## src/hdl/zxd_pkg.sv

```systemverilog
// Constants and types shared by the zero-cross detector control block.
// Assumes a 40 MHz peripheral clock and an APB slave with 32-bit data.
package zxd_pkg;

   ////////////////////////////////////////////////////////////////////////////////
   // Register indices, byte address is four times the index
   localparam logic [5:0] ZXD_IDX_CONTROL = 6'h00;
   localparam logic [5:0] ZXD_IDX_IRQ_CONFIG = 6'h02;
   localparam logic [5:0] ZXD_IDX_STATUS = 6'h03;
   localparam logic [5:0] ZXD_IDX_IRQ_STATUS = 6'h04;
   localparam logic [5:0] ZXD_IDX_IRQ_ENABLE = 6'h05;
   localparam logic [5:0] ZXD_IDX_IRQ_CLEAR = 6'h06;
   localparam logic [5:0] ZXD_IDX_CROSS_COUNT = 6'h07;

   ////////////////////////////////////////////////////////////////////////////////
   // Field positions
   localparam int ZXD_CTRL_ENABLE_BIT = 0;
   localparam int ZXD_CTRL_INVERT_BIT = 3;
   localparam int ZXD_CTRL_OUTPUT_PIN_ENABLE_BIT = 6;
   localparam int ZXD_CTRL_STANDBY_BIT = 7;
   localparam int ZXD_MODE_LSB = 0;
   localparam int ZXD_STAT_FLAG_BIT = 0;
   localparam int ZXD_STAT_STATE_BIT = 4;
   localparam int ZXD_IRQ_CROSS_BIT = 0;
   localparam int ZXD_IRQ_TOGGLE_BIT = 1;
   localparam int ZXD_IRQ_WRAP_BIT = 2;
   localparam int ZXD_IRQ_W = 3;

   ////////////////////////////////////////////////////////////////////////////////
   // Reset values and writable masks
   localparam logic [7:0] ZXD_CONTROL_RST = 8'h00;
   localparam logic [7:0] ZXD_CONTROL_MASK = 8'hC9;
   localparam logic [1:0] ZXD_MODE_RST = 2'h0;
   localparam logic [2:0] ZXD_IRQ_ENABLE_RST = 3'h1;
   localparam logic [15:0] ZXD_COUNT_RST = 16'h0000;

   ////////////////////////////////////////////////////////////////////////////////
   // Edge select codes
   typedef logic [1:0] zxd_mode_t;
   localparam zxd_mode_t ZXD_MODE_NONE = 2'h0;
   localparam zxd_mode_t ZXD_MODE_RISING = 2'h1;
   localparam zxd_mode_t ZXD_MODE_FALLING = 2'h2;
   localparam zxd_mode_t ZXD_MODE_BOTH = 2'h3;

   ////////////////////////////////////////////////////////////////////////////////
   // Sleep mode codes from the power manager
   typedef logic [1:0] zxd_sleep_t;
   localparam zxd_sleep_t ZXD_SLEEP_ACTIVE = 2'h0;
   localparam zxd_sleep_t ZXD_SLEEP_IDLE = 2'h1;
   localparam zxd_sleep_t ZXD_SLEEP_STANDBY = 2'h2;
   localparam zxd_sleep_t ZXD_SLEEP_POWERDOWN = 2'h3;

   ////////////////////////////////////////////////////////////////////////////////
   // Timing
   localparam int ZXD_SYNC_STAGES = 3;

endpackage : zxd_pkg

```

## src/hdl/zxd_sync.sv

```systemverilog
// Multi-stage level synchroniser for the comparator output.
// Assumes the input may change at any time relative to clk_i.
`timescale 1ns/1ps
module zxd_sync #(
   parameter int STAGES = 3
) (
   input wire logic clk_i,
   input wire logic rst_i,
   input wire logic ce_i,
   input wire logic level_i,
   output logic level_o
);

   logic [STAGES-1:0] chain_q;

   // Shift chain, only the last stage is read
   always_ff @(posedge clk_i or posedge rst_i) begin
      if (rst_i) begin
         chain_q <= '0;
      end else if (ce_i) begin
         chain_q <= {chain_q[STAGES-2:0], level_i};
      end
   end

   assign level_o = chain_q[STAGES-1];

endmodule : zxd_sync

```

## src/hdl/zxd_edge.sv

```systemverilog
// Edge finder on the synchronised detector level with edge selection.
// Assumes level_i is already synchronous to clk_i.
`timescale 1ns/1ps
module zxd_edge
   import zxd_pkg::*;
(
   input wire logic clk_i,
   input wire logic rst_i,
   input wire logic ce_i,
   input wire logic active_i,
   input wire logic level_i,
   input wire zxd_mode_t mode_i,
   output logic hit_o,
   output logic toggle_o
);

   logic prev_q;
   logic rise;
   logic fall;

   // Last sampled level
   always_ff @(posedge clk_i or posedge rst_i) begin
      if (rst_i) begin
         prev_q <= 1'b0;
      end else if (ce_i && active_i) begin
         prev_q <= level_i;
      end
   end

   assign rise = active_i && level_i && !prev_q;
   assign fall = active_i && !level_i && prev_q;
   assign toggle_o = rise || fall;

   // Edge selection
   always_comb begin
      case (mode_i)
         ZXD_MODE_RISING: hit_o = rise;
         ZXD_MODE_FALLING: hit_o = fall;
         ZXD_MODE_BOTH: hit_o = rise || fall;
         default: hit_o = 1'b0;
      endcase
   end

endmodule : zxd_edge

```

## src/hdl/zxd_top.sv

```systemverilog
// Control and status logic of the zero-cross detector, APB register slave.
// Assumes comparator output comp_i is asynchronous; APB and sleep inputs are on clk_i.
//
// The APB register port was left to the implementer.
`timescale 1ns/1ps
module zxd_top
   import zxd_pkg::*;
#(
   parameter int ADDR_W = 8,
   parameter int COUNT_W = 16
) (
   input wire logic clk_i,
   input wire logic rst_i,
   input wire logic ce_i,
   input wire logic psel_i,
   input wire logic penable_i,
   input wire logic pwrite_i,
   input wire logic [ADDR_W-1:0] paddr_i,
   input wire logic [31:0] pwdata_i,
   input wire logic [3:0] pstrb_i,
   output logic [31:0] prdata_o,
   output logic pready_o,
   output logic pslverr_o,
   input wire zxd_sleep_t sleep_mode_i,
   input wire logic comp_i,
   output logic detector_enable_o,
   output logic pin_o,
   output logic pin_oe_n_o,
   output logic event_o,
   output logic irq_o
);

   ////////////////////////////////////////////////////////////////////////////////
   // Declarations
   logic [7:0] control_q;
   zxd_mode_t mode_q;
   logic [ZXD_IRQ_W-1:0] irq_enable_q;
   logic cross_flag_q;
   logic toggle_flag_q;
   logic wrap_flag_q;
   logic [COUNT_W-1:0] count_q;
   logic [COUNT_W-1:0] count_d;
   logic [31:0] rdata_q;
   logic err_q;
   logic setup;
   logic access;
   logic wr_en;
   logic [5:0] index;
   logic aligned;
   logic mapped;
   logic read_only;
   logic active;
   logic out_level;
   logic sync_level;
   logic state;
   logic hit;
   logic toggle;
   logic wrap;
   logic clr_cross;
   logic clr_toggle;
   logic clr_wrap;
   logic clr_count;
   logic [31:0] rdata_d;
   logic [ZXD_IRQ_W-1:0] irq_status;

   ////////////////////////////////////////////////////////////////////////////////
   // Power gating of the detector
   always_comb begin
      case (sleep_mode_i)
         ZXD_SLEEP_ACTIVE: active = control_q[ZXD_CTRL_ENABLE_BIT];
         ZXD_SLEEP_IDLE: active = control_q[ZXD_CTRL_ENABLE_BIT];
         ZXD_SLEEP_STANDBY: active = control_q[ZXD_CTRL_ENABLE_BIT]
                                     && control_q[ZXD_CTRL_STANDBY_BIT];
         ZXD_SLEEP_POWERDOWN: active = 1'b0;
         default: active = 1'b0;
      endcase
   end

   assign detector_enable_o = active;

   ////////////////////////////////////////////////////////////////////////////////
   // Asynchronous output paths
   assign out_level = active && (comp_i ^ control_q[ZXD_CTRL_INVERT_BIT]);
   assign event_o = out_level;
   assign pin_o = out_level && control_q[ZXD_CTRL_OUTPUT_PIN_ENABLE_BIT];
   assign pin_oe_n_o = !(active && control_q[ZXD_CTRL_OUTPUT_PIN_ENABLE_BIT]);

   ////////////////////////////////////////////////////////////////////////////////
   // Synchronised state and edges
   zxd_sync #(
      .STAGES(ZXD_SYNC_STAGES)
   ) u_sync (
      .clk_i(clk_i),
      .rst_i(rst_i),
      .ce_i(ce_i),
      .level_i(comp_i),
      .level_o(sync_level)
   );

   assign state = active && (sync_level ^ control_q[ZXD_CTRL_INVERT_BIT]);

   zxd_edge u_edge (
      .clk_i(clk_i),
      .rst_i(rst_i),
      .ce_i(ce_i),
      .active_i(active),
      .level_i(state),
      .mode_i(mode_q),
      .hit_o(hit),
      .toggle_o(toggle)
   );

   ////////////////////////////////////////////////////////////////////////////////
   // APB decode
   assign setup = psel_i && !penable_i;
   assign access = psel_i && penable_i;
   assign pready_o = access;
   assign index = paddr_i[7:2];
   assign aligned = (paddr_i[1:0] == 2'h0) && ((paddr_i >> 8) == '0);

   always_comb begin
      case (index)
         ZXD_IDX_CONTROL: mapped = 1'b1;
         ZXD_IDX_IRQ_CONFIG: mapped = 1'b1;
         ZXD_IDX_STATUS: mapped = 1'b1;
         ZXD_IDX_IRQ_STATUS: mapped = 1'b1;
         ZXD_IDX_IRQ_ENABLE: mapped = 1'b1;
         ZXD_IDX_IRQ_CLEAR: mapped = 1'b1;
         ZXD_IDX_CROSS_COUNT: mapped = 1'b1;
         default: mapped = 1'b0;
      endcase
   end

   assign read_only = (index == ZXD_IDX_IRQ_STATUS);
   assign wr_en = ce_i && access && pwrite_i && pstrb_i[0] && aligned && mapped
                  && !read_only && !err_q;

   // Error answer held from setup to access
   always_ff @(posedge clk_i or posedge rst_i) begin
      if (rst_i) begin
         err_q <= 1'b0;
      end else if (ce_i && setup) begin
         err_q <= !(aligned && mapped) || (pwrite_i && read_only);
      end
   end

   assign pslverr_o = access && err_q;

   ////////////////////////////////////////////////////////////////////////////////
   // Control registers
   always_ff @(posedge clk_i or posedge rst_i) begin
      if (rst_i) begin
         control_q <= ZXD_CONTROL_RST;
      end else if (wr_en && index == ZXD_IDX_CONTROL) begin
         control_q <= pwdata_i[7:0] & ZXD_CONTROL_MASK;
      end
   end

   always_ff @(posedge clk_i or posedge rst_i) begin
      if (rst_i) begin
         mode_q <= ZXD_MODE_RST;
      end else if (wr_en && index == ZXD_IDX_IRQ_CONFIG) begin
         mode_q <= pwdata_i[ZXD_MODE_LSB +: 2];
      end
   end

   always_ff @(posedge clk_i or posedge rst_i) begin
      if (rst_i) begin
         irq_enable_q <= ZXD_IRQ_ENABLE_RST;
      end else if (wr_en && index == ZXD_IDX_IRQ_ENABLE) begin
         irq_enable_q <= pwdata_i[ZXD_IRQ_W-1:0];
      end
   end

   ////////////////////////////////////////////////////////////////////////////////
   // Sticky flags, a set in the clearing cycle wins
   assign clr_cross = wr_en && ((index == ZXD_IDX_STATUS && pwdata_i[ZXD_STAT_FLAG_BIT])
                     || (index == ZXD_IDX_IRQ_CLEAR && pwdata_i[ZXD_IRQ_CROSS_BIT]));
   assign clr_toggle = wr_en && index == ZXD_IDX_IRQ_CLEAR && pwdata_i[ZXD_IRQ_TOGGLE_BIT];
   assign clr_wrap = wr_en && index == ZXD_IDX_IRQ_CLEAR && pwdata_i[ZXD_IRQ_WRAP_BIT];

   always_ff @(posedge clk_i or posedge rst_i) begin
      if (rst_i) begin
         cross_flag_q <= 1'b0;
      end else if (ce_i) begin
         cross_flag_q <= (cross_flag_q && !clr_cross) || hit;
      end
   end

   always_ff @(posedge clk_i or posedge rst_i) begin
      if (rst_i) begin
         toggle_flag_q <= 1'b0;
      end else if (ce_i) begin
         toggle_flag_q <= (toggle_flag_q && !clr_toggle) || toggle;
      end
   end

   always_ff @(posedge clk_i or posedge rst_i) begin
      if (rst_i) begin
         wrap_flag_q <= 1'b0;
      end else if (ce_i) begin
         wrap_flag_q <= (wrap_flag_q && !clr_wrap) || wrap;
      end
   end

   ////////////////////////////////////////////////////////////////////////////////
   // Crossing counter, a write clears it
   assign clr_count = wr_en && index == ZXD_IDX_CROSS_COUNT;
   assign wrap = hit && (count_q == {COUNT_W{1'b1}});

   always_comb begin
      count_d = count_q;
      if (clr_count) begin
         count_d = '0;
      end
      if (hit) begin
         count_d = count_d + COUNT_W'(1);
      end
   end

   always_ff @(posedge clk_i or posedge rst_i) begin
      if (rst_i) begin
         count_q <= ZXD_COUNT_RST[COUNT_W-1:0];
      end else if (ce_i) begin
         count_q <= count_d;
      end
   end

   ////////////////////////////////////////////////////////////////////////////////
   // Interrupt
   assign irq_status[ZXD_IRQ_CROSS_BIT] = cross_flag_q;
   assign irq_status[ZXD_IRQ_TOGGLE_BIT] = toggle_flag_q;
   assign irq_status[ZXD_IRQ_WRAP_BIT] = wrap_flag_q;

   assign irq_o = (cross_flag_q && (mode_q != ZXD_MODE_NONE)
                   && irq_enable_q[ZXD_IRQ_CROSS_BIT])
                  || (toggle_flag_q && irq_enable_q[ZXD_IRQ_TOGGLE_BIT])
                  || (wrap_flag_q && irq_enable_q[ZXD_IRQ_WRAP_BIT]);

   ////////////////////////////////////////////////////////////////////////////////
   // Read data, captured in the setup cycle
   always_comb begin
      rdata_d = 32'h0000_0000;
      case (index)
         ZXD_IDX_CONTROL: rdata_d[7:0] = control_q;
         ZXD_IDX_IRQ_CONFIG: rdata_d[ZXD_MODE_LSB +: 2] = mode_q;
         ZXD_IDX_STATUS: begin
            rdata_d[ZXD_STAT_FLAG_BIT] = cross_flag_q;
            rdata_d[ZXD_STAT_STATE_BIT] = state;
         end
         ZXD_IDX_IRQ_STATUS: rdata_d[ZXD_IRQ_W-1:0] = irq_status;
         ZXD_IDX_IRQ_ENABLE: rdata_d[ZXD_IRQ_W-1:0] = irq_enable_q;
         ZXD_IDX_CROSS_COUNT: rdata_d[COUNT_W-1:0] = count_q;
         default: rdata_d = 32'h0000_0000;
      endcase
   end

   always_ff @(posedge clk_i or posedge rst_i) begin
      if (rst_i) begin
         rdata_q <= 32'h0000_0000;
      end else if (ce_i && setup) begin
         rdata_q <= (aligned && !pwrite_i) ? rdata_d : 32'h0000_0000;
      end
   end

   assign prdata_o = rdata_q;

endmodule : zxd_top

```

## config.mk

```make
export PLATFORM = sky130hd
export DESIGN_NAME = zxd_top
export DESIGN_NICKNAME = d
export VERILOG_FILES = /design/src/hdl/zxd_pkg.sv /design/src/hdl/zxd_sync.sv /design/src/hdl/zxd_edge.sv /design/src/hdl/zxd_top.sv
export SDC_FILE = /design/constraint.sdc
export NUM_CORES = 1
export LEC_CHECK = 0
export ABC_AREA = 1
export BUFFER_PORTS_ARGS = -buffer_cell sky130_fd_sc_hd__clkbuf_2
export CORE_MARGIN = 3
export CORE_UTILIZATION = 55
export DETAILED_ROUTE_END_ITERATION = 6
export GPL_TIMING_DRIVEN = 0
export MAX_ROUTING_LAYER = met4
export PLACE_DENSITY = 0.82
export SYNTH_ARGS = -nofsm -noshare
export SYNTH_HDL_FRONTEND = slang
export SYNTH_SLANG_ARGS = --single-unit
```

## constraint.sdc

```tcl
create_clock -name clk_i -period 2.95 [get_ports clk_i]
set_input_delay 0 -clock clk_i [delete_from_list [all_inputs] [get_ports clk_i]]
set_output_delay 0 -clock clk_i [all_outputs]
set_load 0.1 [all_outputs]
```

==> impl_metrics.tcl <==
set metrics [dict create \
    synth_area_um2 2850 \
    ant_nets 0 \
    timing.fmax_ghz 0.454 \
    dpl.cell_count 497 \
    boundaryPins 92 \
    io_buffers 45 \
    period_needed_ns 2.20 \
    ys_warn_count 0 \
    grt_pass1_wl_um 11800 \
    tightest_slew_ns 0.545 \
    start_kind "register" \
    antenna_found_initial 0 \
    arrival_ns 2.41 \
    wl_per_cell_um 13.2 \
    synth_top_area_frac 0.421 \
    cts_tree "built" \
    criticalPathCategory "reg2reg" \
    ir_drop_uv 286 \
    p_sw_frac 0.305 \
    dr.pass1.iters 4 \
    coreArea_um2 4880 \
    p_leak_nw 1.86 \
    ys_ff_latch 49 \
    yosys.area.top_type "dfrtp_1" \
    synth_edf_count 0 \
    antenna_cells 0 \
    initial_core_util 0.585 \
    post-cts-setup-buffers 0 \
    hold_viol_final 0 \
    cp_slowest_cell "dfrtp_1" \
    clockBufferDepth 2 \
    layoutNonFillerInstCount 513 \
    tns_ns 0 \
    hp-class "in2reg" \
    fp.dieArea_um2 6090 \
    ys_seq_area_frac 0.430 \
    cp_max_fo 10 \
    h-tree-depth 2 \
    ctsHoldBuffers 8 \
    crit_path_end_kind "register" \
    synthArstFlopShare 1.00 \
    rsz0062_at_grt "no" \
    track_usage 0.249 \
    fp.dieH_um 78.0 \
    synth_area_leaders "dfrtp_1 (42%), nand2_1 (13%), inv_1 (7.2%)" \
    place.gp.congestion 0.888 \
    worstHoldPathCells 4 \
    setup_viol 0 \
    layout.nets 499 \
    clkSinkCount 49 \
    pwr-share-clk 0.306 \
    max-slew-margin-rel 0.638 \
    clk_latency_ns 0.31 \
    slew_viol_final 0 \
    yosys.cell_types.count 42 \
    gr-total-overflow 0 \
    crit_top_cell "nand2_1" \
    viasPerCell 5.07 \
    routed_wl_um 6750 \
    cellPowerDensity_nw_per_um2 378 \
    p_sw_w 0.000393 \
    ys.flop_type "dfrtp_1" \
    synth_area_per_cell_um2 7.73 \
    rows 25 \
    skew_ns 0.00585 \
    cts_buffers 5 \
    netlist_instances 369 \
    post_cts_resized 0 \
    finalCritPeriodShare 0.746 \
    syn_to_final_growth_pct 19.5 \
    p_seq_frac 0.530 \
    maxCapViolCount 0 \
    required_ns 3.16 \
    cpPeakStageDelay_ns 0.40 \
    hpwlAfterDp_um 5020 \
    hold_ws_ns 0.0211 \
    first_iter_violations 185 \
    status "finished clean" \
    drive_gt1_frac 0.226 \
    path_clk_slew_ns 0.09 \
    r2r_cells 16 \
    cts_root_buf "clkbuf_8" \
    p_int_w 0.000896 \
    grt_max_degree 41 \
    grt_pass1_vias 2603 \
    drc 0 \
    path_cells "nor2_2, nand3b_1, nor2_2, nand3_4, buf_6, nand2_1, inv_1, ha_1, inv_1, nor2_1, nand3b_1, nor2_2, nand2_1, nand2_1, nand2_1, inv_1" \
    chipWidth_um 78.0 \
    num_vias 2603 \
    power_frac_comb 0.165 \
]
flip-flops by register name (all words and copies together), names as in the netlist, 2 cells and up:
name and count:
irq_enable_q 3, control_q 4, mode_q 2, u_sync.chain_q 3
prdata_o 16, count_q 16
power groups by stage:
stage	Sequential, W	Combinational (W)	Clock (W)
3_5_place_dp	0.000696	0.000203	0
5_1_grt	0.000685	0.000227	0.000436
4_1_cts	0.000683	0.000212	0.000402
3_3_place_gp	0.000696	0.000197	0
6_report	0.000683	0.000212	0.000394
2_1_floorplan	0.000698	0.000165	0
worst paths after layout:
path | from | end | slack [ns]
setup / recovery | err_q | count_q[10] | 0.75
hold / removal | penable_i | prdata_o[2] | 0.02
setup reg to reg | err_q | count_q[10] | 0.75
hold reg to reg | prdata_o[15] | prdata_o[15] | 0.49
max in group asynchronous | rst_i | irq_enable_q[0] | 2.29
min in group asynchronous | rst_i | prdata_o[6] | 0.14
cell usage in the layout, fill, tap and decap left out, types with 2 or more instances in the layout:
master,netlist,layout
nand2_1,95,95
inv_1,55,54
dfrtp_1,48,48
clkbuf_2,0,45
nor2_1,32,31
o21ai_0,26,26
buf_4,17,17
nand3_1,16,16
conb_1,1,16
nand4_1,9,9
dlygate4sd3_1,0,8
a21oi_1,7,7
xor2_1,7,7
nor2_2,5,6
nand2_2,5,5
clkbuf_8,0,5
nor2_4,4,4
inv_2,3,4
clkbuf_1,2,3
a32o_1,3,3
clkinv_1,2,2
o221ai_1,2,2
nand3b_1,2,2
nand3_4,2,2
nor3_2,2,2
nor3_1,2,2
a22oi_1,2,2
xnor2_1,2,2
o211ai_1,2,2
clkinvlp_4,0,2
cell families (layout without fill, tap and decap cells):
family,Yosys count,after routing,share of synthesized area
adder cells (fa/ha/maj),1,1,0.00439
AND/OR/NAND/NOR,181,181,0.305
XOR/XNOR,9,9,0.0276
other,1,16,0.00131
AO/OA/AOI/OAI,48,48,0.101
flip-flops,49,49,0.430
buffers and inverters,80,142,0.130
area by class of cell:
cell class                 instances  area [um2]
clock buffer                       6        72.6
timing repair buffer              54         325
sequential                        49        1230
tap                               67        83.8
clock inverter                     2        15.0
inverter                          60         225
buffer                            20         146
multi-input combinational        255        1310
fill                             420        1470
critical path, delay by kind of cell (launching register included):
family	cells	cell delay, ns
simple gates	11	1.11
flops	1	0.40
buf+inv	4	0.36
fa+ha+maj	1	0.22
metal layers:
metal,GRT usage,vias up,routed length [um]
met5,-,-,0
met4,0.0997,0,165
met3,0.0367,17,371
met2,0.389,86,3160
met1,0.329,1207,3060
li1,-,1293,-
stage by stage:
step                      area (um2)  total power, W  worst slack (ns)  utilization
final                           3410         0.00129             0.750        0.698
after CTS                       3410         0.00130             0.764        0.698
after floorplan                 2910        0.000862             0.218            -
after detailed placement        3240        0.000899             0.795        0.664
after global placement          3220        0.000893             0.920        0.660
after global routing            3410         0.00135             0.536        0.698
synth_stat cells, drive strengths merged (2+ instances only):
cell type	count
nand2	101
inv	58
dfrtp	48
nor2	42
o21ai	27
nand3	19
buf	18
nand4	9
a21oi	8
xor2	7
nor3	4
a32o	3
or2	3
a22oi	2
clkbuf	2
clkinv	2
nand3b	2
o211ai	2
o221ai	2
xnor2	2
Power figures use the tool's default switching activity.
